===== src/hw/bit_branch_pkg.sv =====
// Purpose: Shared constants for the carry-bit and branch execution slice
// Assumes: 32-bit classic Wishbone register window, 16-bit program counter
// Notes: Offsets are byte addresses, one aligned word per register
package bit_branch_pkg;
  // Register offsets
  localparam logic [7:0] OFS_CMD = 8'h00;
  localparam logic [7:0] OFS_FLAGS = 8'h04;
  localparam logic [7:0] OFS_PC = 8'h08;
  localparam logic [7:0] OFS_TARGET = 8'h0c;
  localparam logic [7:0] OFS_SP = 8'h10;
  localparam logic [7:0] OFS_STATUS = 8'h14;
  localparam logic [7:0] OFS_BYTES = 8'h40;
  // Command word fields
  localparam int CMD_OP_LSB = 0;
  localparam int CMD_COND_LSB = 8;
  localparam int CMD_BIT_LSB = 12;
  localparam int CMD_BITREG_FLAG = 15;
  localparam int CMD_OPND_LSB = 16;
  localparam int CMD_BITREG_LSB = 20;
  // Flag positions in the flag register
  localparam int FLAG_C = 0;
  localparam int FLAG_V = 1;
  localparam int FLAG_Z = 2;
  localparam int FLAG_N = 3;
  // Reset values
  localparam logic [3:0] RST_FLAGS = 4'h0;
  localparam logic [15:0] RST_PC = 16'h0000;
  localparam logic [15:0] RST_TARGET = 16'h0000;
  localparam logic [2:0] RST_SP = 3'h0;
  localparam logic [31:0] RST_CMD = 32'h0000_0000;
  // Operation codes
  localparam logic [4:0] OP_BIT_XOR_CARRY = 5'h00;
  localparam logic [4:0] OP_INV_BIT_XOR_CARRY = 5'h01;
  localparam logic [4:0] OP_BIT_LOAD_CARRY = 5'h02;
  localparam logic [4:0] OP_INV_BIT_LOAD_CARRY = 5'h03;
  localparam logic [4:0] OP_CARRY_STORE_BIT = 5'h04;
  localparam logic [4:0] OP_INV_CARRY_STORE_BIT = 5'h05;
  localparam logic [4:0] OP_BRANCH = 5'h06;
  localparam logic [4:0] OP_JUMP_UNCONDITIONAL = 5'h07;
  localparam logic [4:0] OP_RELATIVE_SUBROUTINE_CALL = 5'h08;
  localparam logic [4:0] OP_ABSOLUTE_SUBROUTINE_CALL = 5'h09;
  localparam logic [4:0] OP_SUBROUTINE_RETURN = 5'h0a;
  // Branch condition codes
  localparam logic [3:0] COND_ALWAYS = 4'h0;
  localparam logic [3:0] COND_NEVER = 4'h1;
  localparam logic [3:0] COND_HIGHER = 4'h2;
  localparam logic [3:0] COND_LOWER_SAME = 4'h3;
  localparam logic [3:0] COND_HIGHER_SAME = 4'h4;
  localparam logic [3:0] COND_LOWER = 4'h5;
  localparam logic [3:0] COND_NOT_EQUAL = 4'h6;
  localparam logic [3:0] COND_EQUAL = 4'h7;
  localparam logic [3:0] COND_OVERFLOW_CLEAR = 4'h8;
  localparam logic [3:0] COND_OVERFLOW_SET = 4'h9;
  localparam logic [3:0] COND_PLUS = 4'ha;
  localparam logic [3:0] COND_MINUS = 4'hb;
  localparam logic [3:0] COND_GREATER_EQUAL = 4'hc;
  localparam logic [3:0] COND_LESS = 4'hd;
  localparam logic [3:0] COND_GREATER = 4'he;
  localparam logic [3:0] COND_LESS_EQUAL = 4'hf;
  // Storage sizes and step
  localparam int NUM_BYTES = 16;
  localparam logic [3:0] FIRST_MEM_IDX = 4'h8;
  localparam int STACK_DEPTH = 8;
  localparam logic [15:0] PC_STEP = 16'h0002;
endpackage


===== src/hw/bit_branch_exec.sv =====
// Purpose: Carry-flag bit operations, branch condition test, jump, call and return
// Assumes: Classic Wishbone slave, one clock, synchronous active-high reset
// Notes: Byte slots 0-7 act as general registers, 8-15 as memory bytes
module bit_branch_exec
  import bit_branch_pkg::*;
(
  // Clock and reset
  input wire logic clk_i,
  input wire logic rst_i,
  // Wishbone slave
  input wire logic cyc_i,
  input wire logic stb_i,
  input wire logic we_i,
  input wire logic [7:0] adr_i,
  input wire logic [3:0] sel_i,
  input wire logic [31:0] dat_i,
  output logic [31:0] dat_o,
  output logic ack_o,
  // Core status
  output logic busy_o,
  output logic branch_taken_o
);

  typedef enum logic [2:0] {
    ST_IDLE = 3'b001,
    ST_EXEC = 3'b010,
    ST_WBACK = 3'b100
  } state_e;

  state_e state_q, state_d;
  logic [31:0] cmd_q, cmd_d;
  logic [3:0] flags_q, flags_d;
  logic [15:0] pc_q, pc_d;
  logic [15:0] target_q, target_d;
  logic [2:0] sp_q, sp_d;
  logic [7:0] bytes_q [NUM_BYTES];
  logic [15:0] stack_q [STACK_DEPTH];
  logic [7:0] rmw_q;
  logic taken_q, taken_d;
  logic ack_q;
  logic busy_q;
  logic [31:0] rd_q;

  // Bus request decode and byte-lane merge
  // A held strobe is not taken again while its ack is showing
  wire req = cyc_i & stb_i & ~ack_q;
  wire idle = (state_q == ST_IDLE);
  // Writes are refused while a command runs, so operands stay stable
  wire wr = req & we_i & idle;
  // Byte lanes follow sel_i, so a partial write leaves other lanes alone, except the command register, whose unselected lanes load RST_CMD
  wire [31:0] lane_mask = {{8{sel_i[3]}}, {8{sel_i[2]}}, {8{sel_i[1]}}, {8{sel_i[0]}}};
  wire wr_cmd = wr & (adr_i == OFS_CMD);
  wire wr_flags = wr & (adr_i == OFS_FLAGS);
  wire wr_pc = wr & (adr_i == OFS_PC);
  wire wr_target = wr & (adr_i == OFS_TARGET);
  wire wr_sp = wr & (adr_i == OFS_SP);
  wire wr_byte = wr & (adr_i[7:6] == OFS_BYTES[7:6]) & sel_i[0];
  wire [3:0] bus_idx = adr_i[5:2];

  function automatic logic [31:0] merge(input logic [31:0] old);
    merge = (old & ~lane_mask) | (dat_i & lane_mask);
  endfunction

  // Command fields
  wire [4:0] op = cmd_q[CMD_OP_LSB +: 5];
  wire [3:0] cond = cmd_q[CMD_COND_LSB +: 4];
  wire [3:0] opnd_idx = cmd_q[CMD_OPND_LSB +: 4];
  wire [2:0] bitreg_idx = cmd_q[CMD_BITREG_LSB +: 3];
  wire inv_op = (op == OP_INV_BIT_XOR_CARRY) | (op == OP_INV_BIT_LOAD_CARRY) |
                (op == OP_INV_CARRY_STORE_BIT);
  wire carry_op = (op == OP_BIT_XOR_CARRY) | (op == OP_INV_BIT_XOR_CARRY) |
                  (op == OP_BIT_LOAD_CARRY) | (op == OP_INV_BIT_LOAD_CARRY);
  wire store_op = (op == OP_CARRY_STORE_BIT) | (op == OP_INV_CARRY_STORE_BIT);
  wire call_op = (op == OP_RELATIVE_SUBROUTINE_CALL) | (op == OP_ABSOLUTE_SUBROUTINE_CALL);
  wire ret_op = (op == OP_SUBROUTINE_RETURN);
  // Inverted forms ignore the register flag and use the immediate position
  wire use_reg_pos = cmd_q[CMD_BITREG_FLAG] & ~inv_op;
  wire [7:0] bitreg_val = bytes_q[{1'b0, bitreg_idx}];

  // Bit position, operand byte and the selected bit
  wire [2:0] bit_pos = use_reg_pos ? bitreg_val[2:0] : cmd_q[CMD_BIT_LSB +: 3];
  wire [7:0] opnd = bytes_q[opnd_idx];
  wire op_bit = opnd[bit_pos];
  wire c_flag = flags_q[FLAG_C];
  wire v_flag = flags_q[FLAG_V];
  wire z_flag = flags_q[FLAG_Z];
  wire n_flag = flags_q[FLAG_N];

  // New carry for the carry-writing bit operations
  logic carry_new;
  always_comb
  begin
    carry_new = c_flag;
    unique case (op)
      OP_BIT_XOR_CARRY: carry_new = c_flag ^ op_bit;
      OP_INV_BIT_XOR_CARRY: carry_new = c_flag ^ ~op_bit;
      OP_BIT_LOAD_CARRY: carry_new = op_bit;
      OP_INV_BIT_LOAD_CARRY: carry_new = ~op_bit;
      default: carry_new = c_flag;
    endcase
  end

  // Byte with one bit replaced by carry or its complement
  wire st_bit = (op == OP_INV_CARRY_STORE_BIT) ? ~c_flag : c_flag;
  wire [7:0] pos_mask = 8'h01 << bit_pos;
  wire [7:0] st_byte = (opnd & ~pos_mask) | ({8{st_bit}} & pos_mask);
  // Slots 8 and up are memory and go through the write-back cycle
  wire st_to_mem = opnd_idx >= FIRST_MEM_IDX;

  // Branch condition evaluation
  logic cond_true;
  always_comb
  begin
    cond_true = 1'b0;
    unique case (cond)
      COND_ALWAYS: cond_true = 1'b1;
      COND_NEVER: cond_true = 1'b0;
      COND_HIGHER: cond_true = ~(c_flag | z_flag);
      COND_LOWER_SAME: cond_true = c_flag | z_flag;
      COND_HIGHER_SAME: cond_true = ~c_flag;
      COND_LOWER: cond_true = c_flag;
      COND_NOT_EQUAL: cond_true = ~z_flag;
      COND_EQUAL: cond_true = z_flag;
      COND_OVERFLOW_CLEAR: cond_true = ~v_flag;
      COND_OVERFLOW_SET: cond_true = v_flag;
      COND_PLUS: cond_true = ~n_flag;
      COND_MINUS: cond_true = n_flag;
      COND_GREATER_EQUAL: cond_true = ~(n_flag ^ v_flag);
      COND_LESS: cond_true = n_flag ^ v_flag;
      COND_GREATER: cond_true = ~(z_flag | (n_flag ^ v_flag));
      COND_LESS_EQUAL: cond_true = z_flag | (n_flag ^ v_flag);
    endcase
  end

  // Program counter targets
  wire exec = (state_q == ST_EXEC);
  wire [15:0] pc_seq = pc_q + PC_STEP;
  // Displacement counts from the address after this command
  wire [15:0] pc_rel = pc_seq + target_q;
  wire [2:0] sp_pop = sp_q - 3'h1;
  logic [15:0] pc_next;
  always_comb
  begin
    // Unknown op codes fall through and only advance the program counter
    pc_next = pc_seq;
    unique case (op)
      OP_BRANCH: pc_next = cond_true ? pc_rel : pc_seq;
      OP_JUMP_UNCONDITIONAL: pc_next = target_q;
      OP_RELATIVE_SUBROUTINE_CALL: pc_next = pc_rel;
      OP_ABSOLUTE_SUBROUTINE_CALL: pc_next = target_q;
      OP_SUBROUTINE_RETURN: pc_next = stack_q[sp_pop];
      default: pc_next = pc_seq;
    endcase
  end

  // Sequencer: memory stores take a second cycle to write back
  always_comb
  begin
    state_d = state_q;
    unique case (state_q)
      ST_IDLE: state_d = wr_cmd ? ST_EXEC : ST_IDLE;
      ST_EXEC: state_d = (store_op & st_to_mem) ? ST_WBACK : ST_IDLE;
      ST_WBACK: state_d = ST_IDLE;
      default: state_d = ST_IDLE;
    endcase
  end

  // Next values of the architectural registers
  wire [31:0] flags_m = merge({28'h0, flags_q});
  wire [31:0] pc_m = merge({16'h0, pc_q});
  wire [31:0] target_m = merge({16'h0, target_q});
  wire [31:0] sp_m = merge({29'h0, sp_q});
  assign cmd_d = wr_cmd ? merge(RST_CMD) : cmd_q;
  // Only carry moves, and only for carry-writing forms
  assign flags_d = wr_flags ? flags_m[3:0] :
                   (exec & carry_op) ? {flags_q[3:1], carry_new} : flags_q;
  assign pc_d = wr_pc ? pc_m[15:0] : exec ? pc_next : pc_q;
  assign target_d = wr_target ? target_m[15:0] : target_q;
  assign sp_d = wr_sp ? sp_m[2:0] :
                (exec & call_op) ? sp_q + 3'h1 :
                (exec & ret_op) ? sp_pop : sp_q;
  // Only a true branch, a jump, a call or a return changes flow
  wire flow_op = (op == OP_JUMP_UNCONDITIONAL) | call_op | ret_op;
  assign taken_d = exec ? ((op == OP_BRANCH) ? cond_true : flow_op) : taken_q;

  // Read data select
  // Reads are served at any time, even while a command runs
  logic [31:0] rd_d;
  always_comb
  begin
    rd_d = 32'h0000_0000;
    if (adr_i[7:6] == OFS_BYTES[7:6])
      rd_d = {24'h0, bytes_q[bus_idx]};
    else if (adr_i == OFS_CMD)
      rd_d = cmd_q;
    else if (adr_i == OFS_FLAGS)
      rd_d = {28'h0, flags_q};
    else if (adr_i == OFS_PC)
      rd_d = {16'h0, pc_q};
    else if (adr_i == OFS_TARGET)
      rd_d = {16'h0, target_q};
    else if (adr_i == OFS_SP)
      rd_d = {29'h0, sp_q};
    else if (adr_i == OFS_STATUS)
      rd_d = {27'h0, taken_q, state_q, ~idle};
  end

  // Control registers
  always_ff @(posedge clk_i)
  begin
    if (rst_i)
    begin
      state_q <= ST_IDLE;
      cmd_q <= RST_CMD;
      flags_q <= RST_FLAGS;
      pc_q <= RST_PC;
      target_q <= RST_TARGET;
      sp_q <= RST_SP;
      taken_q <= 1'b0;
    end
    else
    begin
      state_q <= state_d;
      cmd_q <= cmd_d;
      flags_q <= flags_d;
      pc_q <= pc_d;
      target_q <= target_d;
      sp_q <= sp_d;
      taken_q <= taken_d;
    end
  end

  // Bus answer: one wait state, ack for exactly one cycle
  // Read data is captured at the request edge and shown with ack
  always_ff @(posedge clk_i)
  begin
    if (rst_i)
    begin
      ack_q <= 1'b0;
      rd_q <= 32'h0000_0000;
    end
    else
    begin
      ack_q <= req;
      rd_q <= rd_d;
    end
  end

  // Busy flag, registered so the port comes straight from a flop
  always_ff @(posedge clk_i)
  begin
    if (rst_i)
      busy_q <= 1'b0;
    else
      busy_q <= (state_d != ST_IDLE);
  end

  // Register and memory bytes; store result or bus write
  // Bytes and stack have no reset, so software loads them before use
  wire wr_reg_store = exec & store_op & ~st_to_mem;
  wire wr_mem_store = (state_q == ST_WBACK);
  always_ff @(posedge clk_i)
  begin
    // Hold the modified byte one cycle so the write-back sees a stable value
    if (exec)
      rmw_q <= st_byte;
    if (wr_reg_store)
      bytes_q[opnd_idx] <= st_byte;
    else if (wr_mem_store)
      bytes_q[opnd_idx] <= rmw_q;
    else if (wr_byte)
      bytes_q[bus_idx] <= dat_i[7:0];
  end

  // Return-address stack
  // Eight deep; the pointer wraps, so a ninth call overwrites the oldest entry
  always_ff @(posedge clk_i)
  begin
    if (exec & call_op)
      stack_q[sp_q] <= pc_seq;
  end

  assign dat_o = rd_q;
  assign ack_o = ack_q;
  assign busy_o = busy_q;
  assign branch_taken_o = taken_q;

endmodule


===== config.mk =====
export PLATFORM = sky130hd
export DESIGN_NAME = bit_branch_exec
export DESIGN_NICKNAME = d
export VERILOG_FILES = /design/src/hw/bit_branch_pkg.sv /design/src/hw/bit_branch_exec.sv
export SDC_FILE = /design/constraint.sdc
export NUM_CORES = 1
export LEC_CHECK = 0
export BUFFER_PORTS_ARGS = -buffer_cell sky130_fd_sc_hd__buf_2
export CAP_MARGIN = 20
export CORE_MARGIN = 4
export CORE_UTILIZATION = 50
export CTS_BUF_LIST = sky130_fd_sc_hd__clkbuf_4 sky130_fd_sc_hd__clkbuf_8 sky130_fd_sc_hd__clkbuf_16
export DETAILED_ROUTE_END_ITERATION = 10
export PLACE_DENSITY = 0.7
export SLEW_MARGIN = 0
export SYNTH_ARGS = -nofsm -noshare
export SYNTH_HDL_FRONTEND = slang
export SYNTH_SLANG_ARGS = --single-unit

===== constraint.sdc =====
create_clock -name clk_i -period 3.46 [get_ports clk_i]
set_input_delay 0.692 -clock clk_i [delete_from_list [all_inputs] [get_ports clk_i]]
set_output_delay 0.692 -clock clk_i [all_outputs]
set_load 0.005 [all_outputs]

Word-level counts from Yosys, hierarchy flattened
Memory sizes are Yosys's and may differ from the RTL's. A register that Yosys moved wholly into a read port is not among the register bits.
Index checks and enable logic that the tools add are counted.

word-level totals
  memories = 2
  register bits = 117
  output and inout bits = 35
  memory bits (writable) = 256

cells by class
  order comparisons = 2
  eq/ne operators = 35
  multiplexer cells = 45
  bitwise operators = 59
  reduce and logical (&&, ||, !) cells = 11
  shift operators = 1
  add/subtract/negate cells = 4

memories
  memory   words  bits a word  read ports  clocked after Yosys merged registers in  wr ports  line                   RTL
  bytes_q  16     8            3           2                                        1         bit_branch_exec.sv:36  logic [7:0] bytes_q [NUM_BYTES];
  stack_q  8      16           1           0                                        1         bit_branch_exec.sv:37  logic [15:0] stack_q [STACK_DEPTH];

operators by type and width
  operator               count
  $mux 16                6
  $pmux 16 s4            1
  $and 16x16->16         2
  $and 32x32->32         1
  $eq 4x4->1 const B     8
  $mux 32                1
  $or 16x16->16          2
  $mux 4                 6
  $mux 8                 3
  $eq 5x3->1 const B     4
  $and 1x1->1            18
  $add 16x16->16         1
  $add 16x2->16 const B  1
  $and 8x8->8            2
  $eq 4x3->1 const B     4
  $eq 8x4->1 const B     2
  $eq 8x5->1 const B     2
  $mux 1                 16
  $not 16->16            1
  $pmux 1 s16            1
  $eq 5x4->1 const B     3
  $mux 3                 5
  $not 1->1              12
  $or 1x1->1             12
  other kinds (36)       43

Depth between registers and ports, before layout
  depth in word-level cells = 13
  mapped depth = 16
  gate-level depth less buffers = 14

Worst setup path after synthesis
No wires, ideal clock.

  kind = register -> register
  start = register with a tool-made name
  end = register with a tool-made name
  path slack = -0.025 ns
  stages on the path, launching flop included = 16
  data arrival time = 3.345 ns
  buffers on the path = 2
  cells stage by stage = dfxtp_1 clkbuf_1 and3_1 and2_1 clkbuf_1 nand4_1 xnor2_1 ha_1 a21o_1 a21o_1 a211o_1 o211ai_1 nand2_1 xor2_1 a221oi_1 a311oi_1

==> results.txt <==
Total global routing overflow -> 0
Post-route setup TNS -> 0 ns
Post-DR wirelength/cell -> 24.87 um
Delay-heaviest family, CP -> compound AO/OA/AOI/OAI gates
CP max stage cell -> dfxtp_1
1st-iter DRT viols -> 1293
Clock Sinks -> 380
R2R depth -> 13
Grt peak-use layer -> met2
Max Cap Viol -> 0
LEAKAGE -> 6.907 nW
Final Hold Viols -> 0
Synth unique cells -> 76
DRT Wirelength -> 48.70 mm
Syn Nets -> 1406
TritonCTS Buffers -> 40
Vias in the first global route -> 12.41k
Post-synth EDFFs -> 264
Seq/Total Area, Yosys -> 0.5733
Die ar. -> 38850 um2
Total chip power -> 9.295 mW
Crit end category -> register
Period utilization -> 0.9409
Core Box Area -> 34880 um2
Vias -> 12.37k
FP Rows -> 68
Asr flop ratio synth -> 0
Placed inst area -> 19240 um2
Sequential cell area -> 10250 um2
Most common cell after layout, fill and taps aside -> edfxtp_1
Max Fclk -> 307.2 MHz
Fin cells -> 1958
Die Y -> 197.1 um
Synthesis Warnings -> 0
Required @ worst endpoint -> 3.85 ns
Drt pass-1 iters -> 6
# DRC -> 0
CTS tree -> done
CTS Root Cell -> clkbuf_16
Gp weighted congestion -> 0.9467
M2 GR Usage -> 0.4209
P&R area growth vs syn -> 15.29%
Cell repeated most along the worst path -> a21o_1
Layout cell share with drive strength beyond 1 -> 0.2636
Nets -> 1540
HPWL Detailed -> 33.15 mm
Maximum clock insertion buffer count -> 3
Clock-pin slew on the worst setup and hold paths -> 0.07 ns
Power Dens Cells -> 450.9 nW/um2
Critical path depth in cells -> 13
Initial Util -> 0.5125
Boundary Pins -> 84
Design Area, Final -> 20610 um2
Global-route wire length before repair -> 74.39 mm
#FFs+latches synth -> 380
Synthesized area -> 17880 um2
Most frequent cells in the layout -> edfxtp_1 (264), dfxtp_1 (114), mux4_2 (104), nor2_1 (95), nand2_1 (94)
VDD IR max -> 0.6168 mV
Multi-input gate area -> 7156 um2
Worst Path Buf+Inv -> 0
Met1 usage -> 0.3358
Status -> complete, no violations
Inst Count DP -> 1881
Syn Inst Count -> 1336
Final Skew -> 0.02044 ns
Hold path depth -> 3
Slew HR -> 0.4259
Worst-skew pair later-pin latency -> 0.56 ns
Mean post-synth cell area -> 13.38 um2
H-tree Lvls -> 2
Setup violators final -> 0
Layout filler cell count -> 2751
Post-synth top flop -> edfxtp_1
Total GRT Usage -> 0.2498
Tmin final -> 3.256 ns
Unrepaired setup endpoints after global routing -> false
Die width -> 197.1 um
CP Data Arrival Time -> 3.64 ns
Port bufs -> 83
Via-to-Cell Ratio -> 6.319
Largest net degree at the start of global routing -> 79
Initial antenna violation count -> 0
WS Path Type -> reg -> reg
Worst-margin pin slew -> 0.8612 ns
Startpoint Class -> register
Met3 Usage GRT -> 0.03701
Min-delay worst type -> in -> reg
Crit-path cells -> and3_1 -> and2_2 -> nand4_1 -> xnor2_2 -> ha_2 -> a21o_1 -> a21o_1 -> a211o_1 -> o211ai_1 -> nand2_1 -> xor2_1 -> a221oi_1 -> a311oi_1
Routed Antenna Nets -> 0
Final Slew Violations -> 0
CP peak stage delay -> 0.42 ns
CP max FO -> 6
## report_power, final
group,leakage [nW],switching (mW),internal [mW],total [mW]
Sequential,3.05,0.00201,4.81,4.81
Combinational,3.19,0.129,0.0731,0.202
Clock,0.666,1.83,2.45,4.28
Total,6.91,1.96,7.33,9.29
## kinds of logic after synthesis
logic type               count (synthesis)  share of synthesized area
multiplexers                           188                     0.1804
buffers and inverters                  115                    0.02939
AND/OR/NAND/NOR                        356                    0.09476
flip-flops                             380                     0.5733
adder cells (fa/ha/maj)                 21                    0.01512
XOR/XNOR                                30                    0.01470
AO/OA/AOI/OAI                          246                    0.09231
## synth_stat cells, drive strengths merged (3+ instances only)
cell type | number | share of area
a22oi | 19 | 0.0080
a311oi | 5 | 0.0024
nor4 | 3 | 0.0014
mux4 | 104 | 0.13
o211ai | 5 | 0.0021
o221ai | 3 | 0.0015
inv | 27 | 0.0057
o21a | 3 | 0.0013
a21o | 4 | 0.0017
nand4 | 6 | 0.0021
a221o | 3 | 0.0017
a221oi | 28 | 0.014
and2 | 26 | 0.0092
o21ai | 47 | 0.013
edfxtp | 264 | 0.44
mux2i | 63 | 0.036
xor2 | 14 | 0.0069
nand3 | 58 | 0.016
or3 | 4 | 0.0014
nand2b | 11 | 0.0038
nand2 | 95 | 0.020
nor3b | 8 | 0.0034
a222oi | 5 | 0.0028
xnor2 | 16 | 0.0078
o21bai | 3 | 0.0013
ha | 20 | 0.014
a21oi | 76 | 0.021
dfxtp | 116 | 0.13
a211o | 3 | 0.0015
clkbuf | 55 | 0.012
nor2b | 8 | 0.0028
and3 | 16 | 0.0056
a31oi | 11 | 0.0042
o22ai | 3 | 0.0010
nor2 | 95 | 0.020
a31o | 4 | 0.0020
nor3 | 19 | 0.0056
buf | 32 | 0.012
mux2 | 21 | 0.013
## layout make-up
cell class | count | area share
Timing Repair Buffer | 179 | 0.05815
Clock buffer | 51 | 0.05348
Sequential cell | 380 | 0.4974
Antenna cell | 1 | 0.0001214
Tap cell | 455 | 0.02762
Inverter | 28 | 0.005099
Clock inverter | 23 | 0.01099
Multi-Input combinational cell | 841 | 0.3472
## metal layers
layer,vias up,part of all wire
li1,5465,-
met1,6182,0.39
met2,623,0.50
met3,103,0.080
met4,0,0.036
met5,-,0
## path summary, 6_finish.rpt
| path | startpoint | to | slack [ns] |
|---|---|---|---|
| max | register | register | 0.20 |
| min | dat_i[23] | cmd_q[23]$_SDFFE_PP0P_ | 0.42 |
| max reg2reg | register | register | 0.20 |
| min reg2reg | cmd_q[27]$_SDFFE_PP0P_ | cmd_q[27]$_SDFFE_PP0P_ | 0.45 |
## tightest hold or removal path, stage by stage
cell	delay [ns]
buf_2	0.10
nand3_1	0.07
a21oi_1	0.06
## per-stage QoR
step / hold slack [ns] / setup slack [ns] / util
final: 0.4179 / 0.2044 / 0.5909
after global routing: 0.4159 / 0.01598 / 0.5908
after CTS: 0.4100 / 0.0001779 / 0.5897
after detailed placement: 0.4402 / 0.04724 / 0.5517
after global placement: 0.4337 / 0.1663 / 0.5517
after floorplan: 0.4273 / 0.04307 / -
## repair_timing
item / in CTS / in global routing
resized for setup: 0 / 8
endpoints found under the setup margin: 0 / 83
buffers inserted: 0 / 0
hold buffers: 0 / 0
No activity file was read; power rests on OpenSTA's default activity.
